<file path="config.mk">
export PLATFORM = sky130hd
export DESIGN_NAME = lrs_lut_store
export DESIGN_NICKNAME = d
export VERILOG_FILES = /design/src/design/lrs_pkg.sv /design/src/design/lrs_fifo.sv /design/src/design/lrs_lut_store.sv
export VERILOG_INCLUDE_DIRS = /design/src /design/src/design
export SDC_FILE = /design/constraint.sdc
export NUM_CORES = 1
export LEC_CHECK = 0
export BUFFER_PORTS_ARGS = -buffer_cell sky130_fd_sc_hd__buf_2
export CAP_MARGIN = 10
export CELL_PAD_IN_SITES_DETAIL_PLACEMENT = 0
export CELL_PAD_IN_SITES_GLOBAL_PLACEMENT = 2
export CORE_MARGIN = 8
export CORE_UTILIZATION = 43
export DETAILED_ROUTE_END_ITERATION = 7
export GPL_ROUTABILITY_DRIVEN = 0
export GPL_TIMING_DRIVEN = 0
export PLACE_DENSITY_LB_ADDON = 0.08
export SETUP_SLACK_MARGIN = 0.15
export SLEW_MARGIN = 25
export SYNTH_ARGS = -nofsm -noshare
export SYNTH_HDL_FRONTEND = slang
export SYNTH_SLANG_ARGS = --single-unit
</file>
<file path="constraint.sdc">
create_clock -name sys_clk -period 5.29 [get_ports sys_clk]
set_clock_uncertainty 0.1 [all_clocks]
set_input_delay 0.2645 -clock sys_clk [delete_from_list [all_inputs] [get_ports sys_clk]]
set_output_delay 0.2645 -clock sys_clk [all_outputs]
set_load 0.005 [all_outputs]
</file>
<file path="src/design/lrs_regs.svh">
// Purpose: Constants for the LUT storage element
// Assumes: Included by the package and the lrs_lut_store module
// Notes:   Timing counts are in sys_clk cycles
`ifndef LRS_REGS_SVH
`define LRS_REGS_SVH
`define LRS_ADDR_W      5
`define LRS_DEPTH       32
`define LRS_HALF_DEPTH  16
`define LRS_HALF_ADDR_W 4
`define LRS_FIFO_W      2
`define LRS_FIFO_DEPTH  16
`define LRS_FIFO_PTR_W  4
`define LRS_MODE_RAM    2'h0
`define LRS_MODE_RAM2   2'h1
`define LRS_MODE_SHIFT  2'h2
`define LRS_MODE_SHIFT2 2'h3
`endif

</file>
<file path="src/design/lrs_pkg.sv">
// Purpose: Types for the LUT storage element
// Assumes: lrs_regs.svh holds the numbers
// Notes:   Mode selects one of four storage behaviours
`include "lrs_regs.svh"
package lrs_pkg;
  typedef enum logic [1:0]
  {
    LRS_RAM    = 2'h0,
    LRS_RAM2   = 2'h1,
    LRS_SHIFT  = 2'h2,
    LRS_SHIFT2 = 2'h3
  } lrs_mode_t;
endpackage : lrs_pkg

</file>
<file path="src/design/lrs_fifo.sv">
// Purpose: Write-side FIFO with valid/ready on both sides
// Assumes: Single clock, async active-high reset on pointers and fill count only
// Notes:   Data storage has no reset
`timescale 1ns/10ps
`default_nettype none
module lrs_fifo #(
  parameter int WIDTH = 2,
  parameter int DEPTH = 16,
  parameter int PTR_W = 4
) (
  // Clock and reset
  input  wire logic             sys_clk,
  input  wire logic             rst,
  // Fill side
  input  wire logic             inValid,
  output logic                  inReady,
  input  wire logic [WIDTH-1:0] inData,
  // Drain side
  output logic                  outValid,
  input  wire logic             outReady,
  output logic      [WIDTH-1:0] outData
);
  logic [WIDTH-1:0] mem [DEPTH];
  logic [PTR_W-1:0] wrPtr_q;
  logic [PTR_W-1:0] rdPtr_q;
  logic [PTR_W:0]   count_q;
  logic             push;
  logic             pop;

  // Handshake terms
  assign inReady  = (count_q != (PTR_W+1)'(DEPTH));
  assign outValid = (count_q != '0);
  assign push     = inValid && inReady;
  assign pop      = outValid && outReady;
  assign outData  = mem[rdPtr_q];

  // Storage write
  always_ff @(posedge sys_clk)
  begin
    if (push)
    begin
      mem[wrPtr_q] <= inData;
    end
  end

  // Pointers and fill count
  always_ff @(posedge sys_clk or posedge rst)
  begin
    if (rst)
    begin
      wrPtr_q <= '0;
      rdPtr_q <= '0;
      count_q <= '0;
    end
    else
    begin
      if (push)
      begin
        wrPtr_q <= wrPtr_q + 1'b1;
      end
      if (pop)
      begin
        rdPtr_q <= rdPtr_q + 1'b1;
      end
      if (push && !pop)
      begin
        count_q <= count_q + 1'b1;
      end
      else if (pop && !push)
      begin
        count_q <= count_q - 1'b1;
      end
    end
  end
endmodule : lrs_fifo
`default_nettype wire

</file>
<file path="src/design/lrs_lut_store.sv">
// Purpose: LUT storage as distributed RAM or addressable shift register
// Assumes: Write requests arrive through a 16-word FIFO; reads are combinational
// Notes:   Cell contents have no reset; only FIFO and address queue pointers and the fill count reset
//          A taken request lands in the cells one clock later
//          Mode is a static strap; changing it mid-stream mixes layouts
//          Reads never wait for the clock; taps follow the address
//          The buffer drains every clock, so writeReady stays high
`timescale 1ns/10ps
`default_nettype none
`include "lrs_regs.svh"
module lrs_lut_store
  import lrs_pkg::*;
(
  // Clock and reset
  input  wire logic                   sys_clk,
  input  wire logic                   rst,
  // Mode select, held static during operation
  input  wire lrs_mode_t              mode,
  // Write request: enable, address and data
  input  wire logic                   writeEnable,
  output logic                        writeReady,
  input  wire logic [`LRS_ADDR_W-1:0] writeAddr,
  input  wire logic                   firstWriteData,
  input  wire logic                   secondWriteData,
  // Asynchronous read
  input  wire logic [`LRS_ADDR_W-1:0] readAddr,
  output logic                        lutOut,
  output logic                        lutOut2,
  // Cascade
  output logic                        cascadeTailOut,
  output logic                        sliceMuxOutputD
);
  // Cell array and its next value
  logic [`LRS_DEPTH-1:0]         cells;
  logic [`LRS_DEPTH-1:0]         cellsNext;
  logic [`LRS_DEPTH-1:0]         ramNext;
  logic [`LRS_DEPTH-1:0]         pairNext;
  logic [`LRS_DEPTH-1:0]         shiftNext;
  logic [`LRS_DEPTH-1:0]         dualNext;
  // Request at the head of the buffer
  logic                          fifoValid;
  logic [`LRS_FIFO_W-1:0]        fifoData;
  logic [`LRS_ADDR_W-1:0]        fifoAddr;
  // Address queue beside the data FIFO
  logic [`LRS_ADDR_W-1:0]        addrQueue [`LRS_FIFO_DEPTH];
  logic [`LRS_FIFO_PTR_W-1:0]    aWr_q;
  logic [`LRS_FIFO_PTR_W-1:0]    aRd_q;
  logic                          push;
  // Half-depth indices for the two-bit layouts
  logic [`LRS_HALF_ADDR_W-1:0]   halfAddr;
  logic [`LRS_HALF_ADDR_W-1:0]   wrHalf;
  logic [`LRS_ADDR_W-1:0]        wrLow;
  logic [`LRS_ADDR_W-1:0]        wrHigh;
  logic [`LRS_ADDR_W-1:0]        rdLow;
  logic [`LRS_ADDR_W-1:0]        rdHigh;

  // ----------------------------------------------------------------
  // Write request buffering
  // ----------------------------------------------------------------
  // Data FIFO; the cell array drains one request per clock
  lrs_fifo #(
    .WIDTH (`LRS_FIFO_W),
    .DEPTH (`LRS_FIFO_DEPTH),
    .PTR_W (`LRS_FIFO_PTR_W)
  ) u_fifo (
    .sys_clk  (sys_clk),
    .rst      (rst),
    .inValid  (writeEnable),
    .inReady  (writeReady),
    .inData   ({secondWriteData, firstWriteData}),
    .outValid (fifoValid),
    .outReady (1'b1),
    .outData  (fifoData)
  );

  // Taken request and the address at the buffer head
  assign push     = writeEnable && writeReady;
  assign fifoAddr = addrQueue[aRd_q];

  // Address side queue kept in lock step with the data FIFO
  always_ff @(posedge sys_clk)
  begin
    if (push)
    begin
      addrQueue[aWr_q] <= writeAddr;
    end
  end

  // Address queue pointers
  // Read side steps with every drain, as the FIFO pops each valid cycle
  always_ff @(posedge sys_clk or posedge rst)
  begin
    if (rst)
    begin
      aWr_q <= '0;
      aRd_q <= '0;
    end
    else
    begin
      if (push)
      begin
        aWr_q <= aWr_q + 1'b1;
      end
      if (fifoValid)
      begin
        aRd_q <= aRd_q + 1'b1;
      end
    end
  end

  // ----------------------------------------------------------------
  // Cell update
  // ----------------------------------------------------------------
  // Low four address bits pick the pair in the pair RAM layout
  assign wrHalf = fifoAddr[`LRS_HALF_ADDR_W-1:0];
  assign wrLow  = {1'b0, wrHalf};
  assign wrHigh = {1'b1, wrHalf};

  always_comb
  begin
    ramNext           = cells;
    ramNext[fifoAddr] = fifoData[0];
  end

  always_comb
  begin
    pairNext         = cells;
    pairNext[wrLow]  = fifoData[0];
    pairNext[wrHigh] = fifoData[1];
  end

  assign shiftNext = {cells[`LRS_DEPTH-2:0], fifoData[0]};

  assign dualNext = {cells[`LRS_DEPTH-2:`LRS_HALF_DEPTH], fifoData[1],
                     cells[`LRS_HALF_DEPTH-2:0], fifoData[0]};

  // Next cell contents for the selected mode
  // Only one layout is live; the others are computed and dropped
  always_comb
  begin
    case (mode)
      LRS_RAM:
      begin
        cellsNext = ramNext;
      end
      LRS_RAM2:
      begin
        cellsNext = pairNext;
      end
      LRS_SHIFT:
      begin
        cellsNext = shiftNext;
      end
      LRS_SHIFT2:
      begin
        cellsNext = dualNext;
      end
      default:
      begin
        cellsNext = cells;
      end
    endcase
  end

  always_ff @(posedge sys_clk)
  begin
    if (fifoValid)
    begin
      cells <= cellsNext;
    end
  end

  // ----------------------------------------------------------------
  // Asynchronous read
  // ----------------------------------------------------------------
  // Low four tap bits pick the pair in the two-bit layouts
  assign halfAddr = readAddr[`LRS_HALF_ADDR_W-1:0];
  assign rdLow    = {1'b0, halfAddr};
  assign rdHigh   = {1'b1, halfAddr};

  // follows cells right after the edge
  always_comb
  begin
    case (mode)
      LRS_RAM2,
      LRS_SHIFT2:
      begin
        lutOut  = cells[rdLow];
        lutOut2 = cells[rdHigh];
      end
      default:
      begin
        lutOut  = cells[readAddr];
        lutOut2 = 1'b0;
      end
    endcase
  end

  // last stage on cascade
  // In the dual chain layout this is the tail of the upper chain, fed by secondWriteData
  assign cascadeTailOut  = cells[`LRS_DEPTH-1];
  assign sliceMuxOutputD = cells[`LRS_DEPTH-1];
endmodule : lrs_lut_store
`default_nettype wire

</file>
### Yosys cells after proc, flatten, opt, wreduce, memory -nomap -nowiden

Memories as Yosys holds them, arrays and structs flattened.
Cells that the tools add are included.

| word-level totals | value |
|---|---|
| latch bits | 0 |
| register bits after elaboration | 53 |
| memories | 2 |
| RAM bits | 112 |
| word-level logic and storage cells | 61 |
| input port bits | 17 |
| output and inout bits | 5 |
| ROM bits | 0 |

| operators by class | value |
|---|---|
| $lt $le $gt $ge | 9 |
| bitwise logic cells | 0 |
| multipliers | 0 |
| mux-type cells | 22 |
| reduce and logical (&&, ||, !) cells | 12 |
| add/subtract/negate cells | 6 |
| equality and inequality tests | 4 |
| shift operators | 0 |
| divide/modulo/power cells | 0 |

Memories:

| name | words | width | rd ports | clocked after memory_dff | write ports | RTL line | RTL |
|---|---|---|---|---|---|---|---|
| addrQueue | 16 | 5 | 1 | 0 | 1 | lrs_lut_store.sv:45 | `` logic [`LRS_ADDR_W-1:0] addrQueue [`LRS_FIFO_DEPTH]; `` |
| u_fifo.mem | 16 | 2 | 1 | 0 | 1 | lrs_fifo.sv:23 | `logic [WIDTH-1:0] mem [DEPTH];` |

Operators with widths:

| operator | count |
|---|---|
| $pmux 32 s4 | 1 |
| $bwmux 32 | 3 |
| $lt 5x6->1 const B | 4 |
| $add 4x1->4 const B | 4 |
| $lt 4x6->1 const B | 2 |
| $ge 5x1->1 const B | 2 |
| $mux 1 | 10 |
| $mux 5 | 2 |
| $bmux 1 s4 | 2 |
| $demux 1 s4 | 2 |
| $logic_and 1x1->1 | 6 |
| $add 5x1->5 const B | 1 |
| $bmux 1 s5 | 1 |
| $demux 1 s5 | 1 |
| $ne 5x5->1 const B | 1 |
| $reduce_bool 5->1 | 1 |
| $sub 5x1->5 const B | 1 |
| $eq 2x2->1 const B | 2 |
| $ge 4x1->1 const B | 1 |
| $eq 2x1->1 const B | 1 |
| $logic_not 1->1 | 2 |
| $logic_not 2->1 | 1 |
| $reduce_bool 2->1 | 1 |
| $reduce_or 2->1 | 1 |

### Logic depth before layout (Yosys ltp)

An unclocked memory read counts as a cell.

| depth | value |
|---|---|
| word-level depth | 8 |
| mapped depth | 13 |
| mapped depth without buffers | 12 |

### Cells and area by module

Synthesis repeated with hierarchy kept, for this count alone.

| second synthesis, totals | value |
|---|---|
| cells, all modules | 588 |
| area total of the unflattened synthesis | 8075.2 um2 |

Modules (own cells, without submodules):

| module | area each (um2) | instances | sequential area each (um2) | cells each |
|---|---|---|---|---|
| lrs_lut_store | 5985.7 | 1 | 3563.4 | 443 |
| lrs_fifo | 2089.5 | 1 | 1286.2 | 145 |

### Worst setup path after synthesis

No wires, ideal clock.

| path | value |
|---|---|
| path type | flip-flop to flip-flop |
| start point | reg u_fifo.count_q[0] |
| end point | reg u_fifo.count_q[3] |
| stages on the path, launching flop included | 14 |
| slack | 2.370 ns |
| library setup time | 0.125 ns |
| arrival time | 2.695 ns |
| path buffers | 2 |
| data required time | 5.065 ns |
| period minus slack after synthesis | 2.920 ns |
| cell sequence | dfrtp_1 nor4_1 nand2b_1 clkbuf_1 inv_2 clkbuf_1 ha_1 inv_1 ha_1 a21o_1 a21oi_1 xnor2_1 nor2_1 xor2_1 |

| between the ends | value |
|---|---|
| word-level cells in the longest chain between the ends | 5 |
| elaborated cells between the ends (all ways) | 12 |
| those cells by class | add/sub (2); eq/ne (1); mux (2); reduce/logical (7) |

Ends and longest elaborated chain:

| element | RTL line | RTL |
|---|---|---|
| start: declaration | lrs_fifo.sv:26 | `logic [PTR_W:0] count_q;` |
| start signal: assignment | lrs_fifo.sv:67 | `count_q <= count_q + 1'b1;` |
| start signal: assignment | lrs_fifo.sv:71 | `count_q <= count_q - 1'b1;` |
| parallel branches: the longest is 5 deep, another holds $sub 5x1->5 | n/a |  |

Parallel ways; which one is timed is not known. The select of a mux whose other input is x is not followed.
A chain may end at the register's enable or synchronous reset.

### Final worst setup path

Same ends and word-level chain as after synthesis.

==> flow_summary.toml <==
[run_status]
outcome = "finished, final reports clean"

[min_path]
hold_class = "in2reg"
hold_start = "writeAddr[4]"

[timing]
min_period_ps = 3683
hold_viol = 0
fin_setup_tns_ps = 0
fin_crit_sh_pct = 69.62
grt_setup_unrepaired = "no"
relSlewSlack_pct = 31.39
tightest_slew_ps = 1020
finalSetupViolCount = 0
max_freq_mhz = 271.5
drv_slew = 0

[floorplanning]
die_area_sq_mm = 0.02347
core-area_sq_mm = 0.01858
chipWidth_um = 153.2
die-height_um = 153.2
start_util_pct = 43.57
ios = 22
rows = 50

[grt]
grt-ovfl-total = 0
first_global_vias = 5333
grt_pass1_wl_um = 30170
antenna_found_initial = 0
grt_max_degree = 22
grt_usage_pct = 16.68

[power_and_ir_drop]
sw_frac_of_total_pct = 37.31
ir_worst_vdd_mv = 0.2896
clkPwrFrac_pct = 24.7
power.total_w = 0.005349
cellPowerDensity_mw_per_mm2 = 586.1
p_seq_share_pct = 37.0
leakage_nw = 3.129
p_comb_share_pct = 38.3
power.switching_w = 0.001995
intPower_w = 0.003353

[clock_network]
cts_num_sinks = 165
cts_tree = "done"
htreeDepth = 4
clk_latency_ps = 430
cts_buffer_depth = 2
cts_made_buffers = 17
ctsHoldBuffers = 1
cts_root_buf = "clkbuf_16"
cts_setup_buffers = 0
cts.clk_slew.worst_paths_ps = 70
post_cts_resize_count = 0

[finish]
area_growth_pct = 12.72
fin_nets = 682
drive_gt1_share_pct = 16.72
multi_input_area_sq_mm = 0.002975
final-seq-area_sq_mm = 0.004850
diodes = 0
nFillCells = 1605

[setup_path]
path_class = "reg2reg"
critPathLaunch = "u_fifo.count_q[0]"
worstReg2RegStart = "u_fifo.count_q[0]"
critical_path_arrival_ps = 3890
path_max_fanout = 10
cp.required_ps = 5500
end_kind = "flop"
start_kind = "flop"

[detailed_routing]
wl_per_cell_um = 21.00
drc = 0
wl_um = 18850
ant_nets = 0
via_per_inst = 5.698
via_count = 5117
firstDrtPassIters = 5
dr.first_iter.drc_count = 376

[synthesis]
synth_cell_types = 52
synthSimpleGateAreaFrac_pct = 12.10
synth-xor-area-share_pct = 1.839
synth.mux.area_fraction_pct = 11.07
yosysWarningCount = 0
syn-num-nets = 644
avgSynthCellArea_sq_um = 13.18
ys_ff_latch = 165
syn-instance-count = 614
synth_compound_area_share_pct = 9.490
synth_fa_ha_area_share_pct = 2.009
synth_top_family_by_area = "simple AND/OR/NAND/NOR gates"
ys_seq_area_share_pct = 59.91
synth_edf_count = 144
synth_async_sr_flop_share_pct = 12.73
synth-main-ff-cell = "edfxtp_1"
syn_area_sq_mm = 0.008095

[placement]
hpwl_um = 13450
io_buffers = 18

[flow_run]
max_cap_violations = 0
## final cells by class
type / count / area share, %
Sequential cell: 165 / 53.15
Inverter: 13 / 0.5348
Buffer: 46 / 2.646
Multi-Input combinational cell: 390 / 32.61
Clock buffer: 17 / 4.662
Timing Repair Buffer: 19 / 1.097
Tap cell: 234 / 3.209
Clock inverter: 14 / 2.098
## per-stage QoR
| step | util [%] | worst slack, ps | cells | hold WS [ps] | area [sq um] |
|---|---|---|---|---|---|
| finish | 49.11 | 1607 | 898 | 123.1 | 9125 |
| detailed placement | 45.70 | 1594 | 866 | 373.6 | 8492 |
| CTS | 49.08 | 1546 | 898 | 108.3 | 9119 |
| floorplan | - | 2370 | 614 | 141.0 | 8095 |
| global placement | 45.63 | 1569 | 866 | 370.0 | 8478 |
| global route | 49.11 | 1298 | 898 | 118.6 | 9125 |
## critical path, stage by stage (launching register included)
cell and delay, ps:
dfrtp_1 450, nor4_1 430, nand2b_1 110, clkbuf_1 210, inv_2 250, clkbuf_1 550, ha_1 340, inv_1 80
ha_1 310, a21o_1 190, a21oi_1 170, xnor2_1 140, nor2_1 60, xor2_1 150
## routing by layer
metal	wire length [um]	part of all wire [%]	global-route usage, %	vias to the layer above
met2	9468	50	28.37	116
met4	325	1.7	5.844	0
met3	565	3.0	3.214	22
met5	0	0	0	-
li1	-	-	-	2413
met1	8494	45	20.92	2566
## kinds of logic after synthesis
kind of cell	count (synthesis)
multiplexers	44
AND/OR/NAND/NOR	203
adder cells (fa/ha/maj)	13
flip-flops	165
AO/OA/AOI/OAI	113
buffers and inverters	59
XOR/XNOR	17
## cells in the mapped netlist, drive strengths merged, types with 2 or more instances
cell     count  area, sq um
mux2         3        33.78
and3         5        31.28
nand2      104        390.4
inv         12        45.04
nand4        3        18.77
o41ai        2        25.03
a22o         3        26.28
and2        15        93.84
o41a         2        22.52
edfxtp     144         4324
a21oi       36        180.2
a211oi       3        35.03
a2111oi      2        17.52
o211ai      16        120.1
nor3         6        30.03
o21ai       20        100.1
and4         8        70.07
a31oi        2        12.51
a2bb2oi      3        26.28
a31o         2        17.52
nor2        20        75.07
clkbuf      24        90.09
nor2b        5        31.28
dfrtp       21        525.5
and2b        4        30.03
nand2b       4        25.02
buf         22        151.4
ha          13        162.7
mux4        34        792.0
nor4         9        81.33
a22oi       17        127.6
xor2         2        17.52
mux2i        7        70.07
or3          2        12.51
nand3       18        90.09
xnor2       15        131.4
## power groups by stage
stage,clock [W],sequential (W),combinational [W]
2_1_floorplan,0,0.00193,0.00151
3_3_place_gp,0,0.00200,0.00200
3_5_place_dp,0,0.00201,0.00205
4_1_cts,0.00133,0.00198,0.00206
5_1_grt,0.00139,0.00202,0.00226
6_report,0.00132,0.00198,0.00205
## cell usage in the layout, fill, tap and decap left out, types with 4 or more instances in the layout
| cell | count |
|---|---|
| a21oi_1 | 36 |
| a22oi_1 | 17 |
| and2_1 | 15 |
| and2b_1 | 4 |
| and3_1 | 5 |
| and4_1 | 8 |
| buf_2 | 30 |
| buf_6 | 4 |
| clkbuf_1 | 24 |
| clkbuf_16 | 17 |
| dfrtp_1 | 21 |
| edfxtp_1 | 144 |
| ha_1 | 13 |
| inv_1 | 11 |
| inv_6 | 4 |
| inv_8 | 4 |
| mux2i_1 | 7 |
| mux4_1 | 7 |
| mux4_2 | 27 |
| nand2_1 | 104 |
| nand2b_1 | 4 |
| nand3_1 | 18 |
| nor2_1 | 20 |
| nor2b_1 | 5 |
| nor3_1 | 6 |
| nor4_2 | 6 |
| o211ai_1 | 16 |
| o21ai_0 | 15 |
| o21ai_1 | 5 |
| xnor2_1 | 15 |
## worst paths after layout
kind                       cells after the start  slack [ps]                 to
max in group asynchronous                      3        4090           aRd_q[1]
hold reg to reg                                1         380  u_fifo.count_q[4]
setup reg to reg                              13        1610  u_fifo.count_q[3]
setup / recovery                              13        1610  u_fifo.count_q[3]
min in group asynchronous                      3         470  u_fifo.count_q[0]
hold / removal                                 1         120   addrQueue[12][4]
Note: power is estimated with default switching activity, not from simulation.
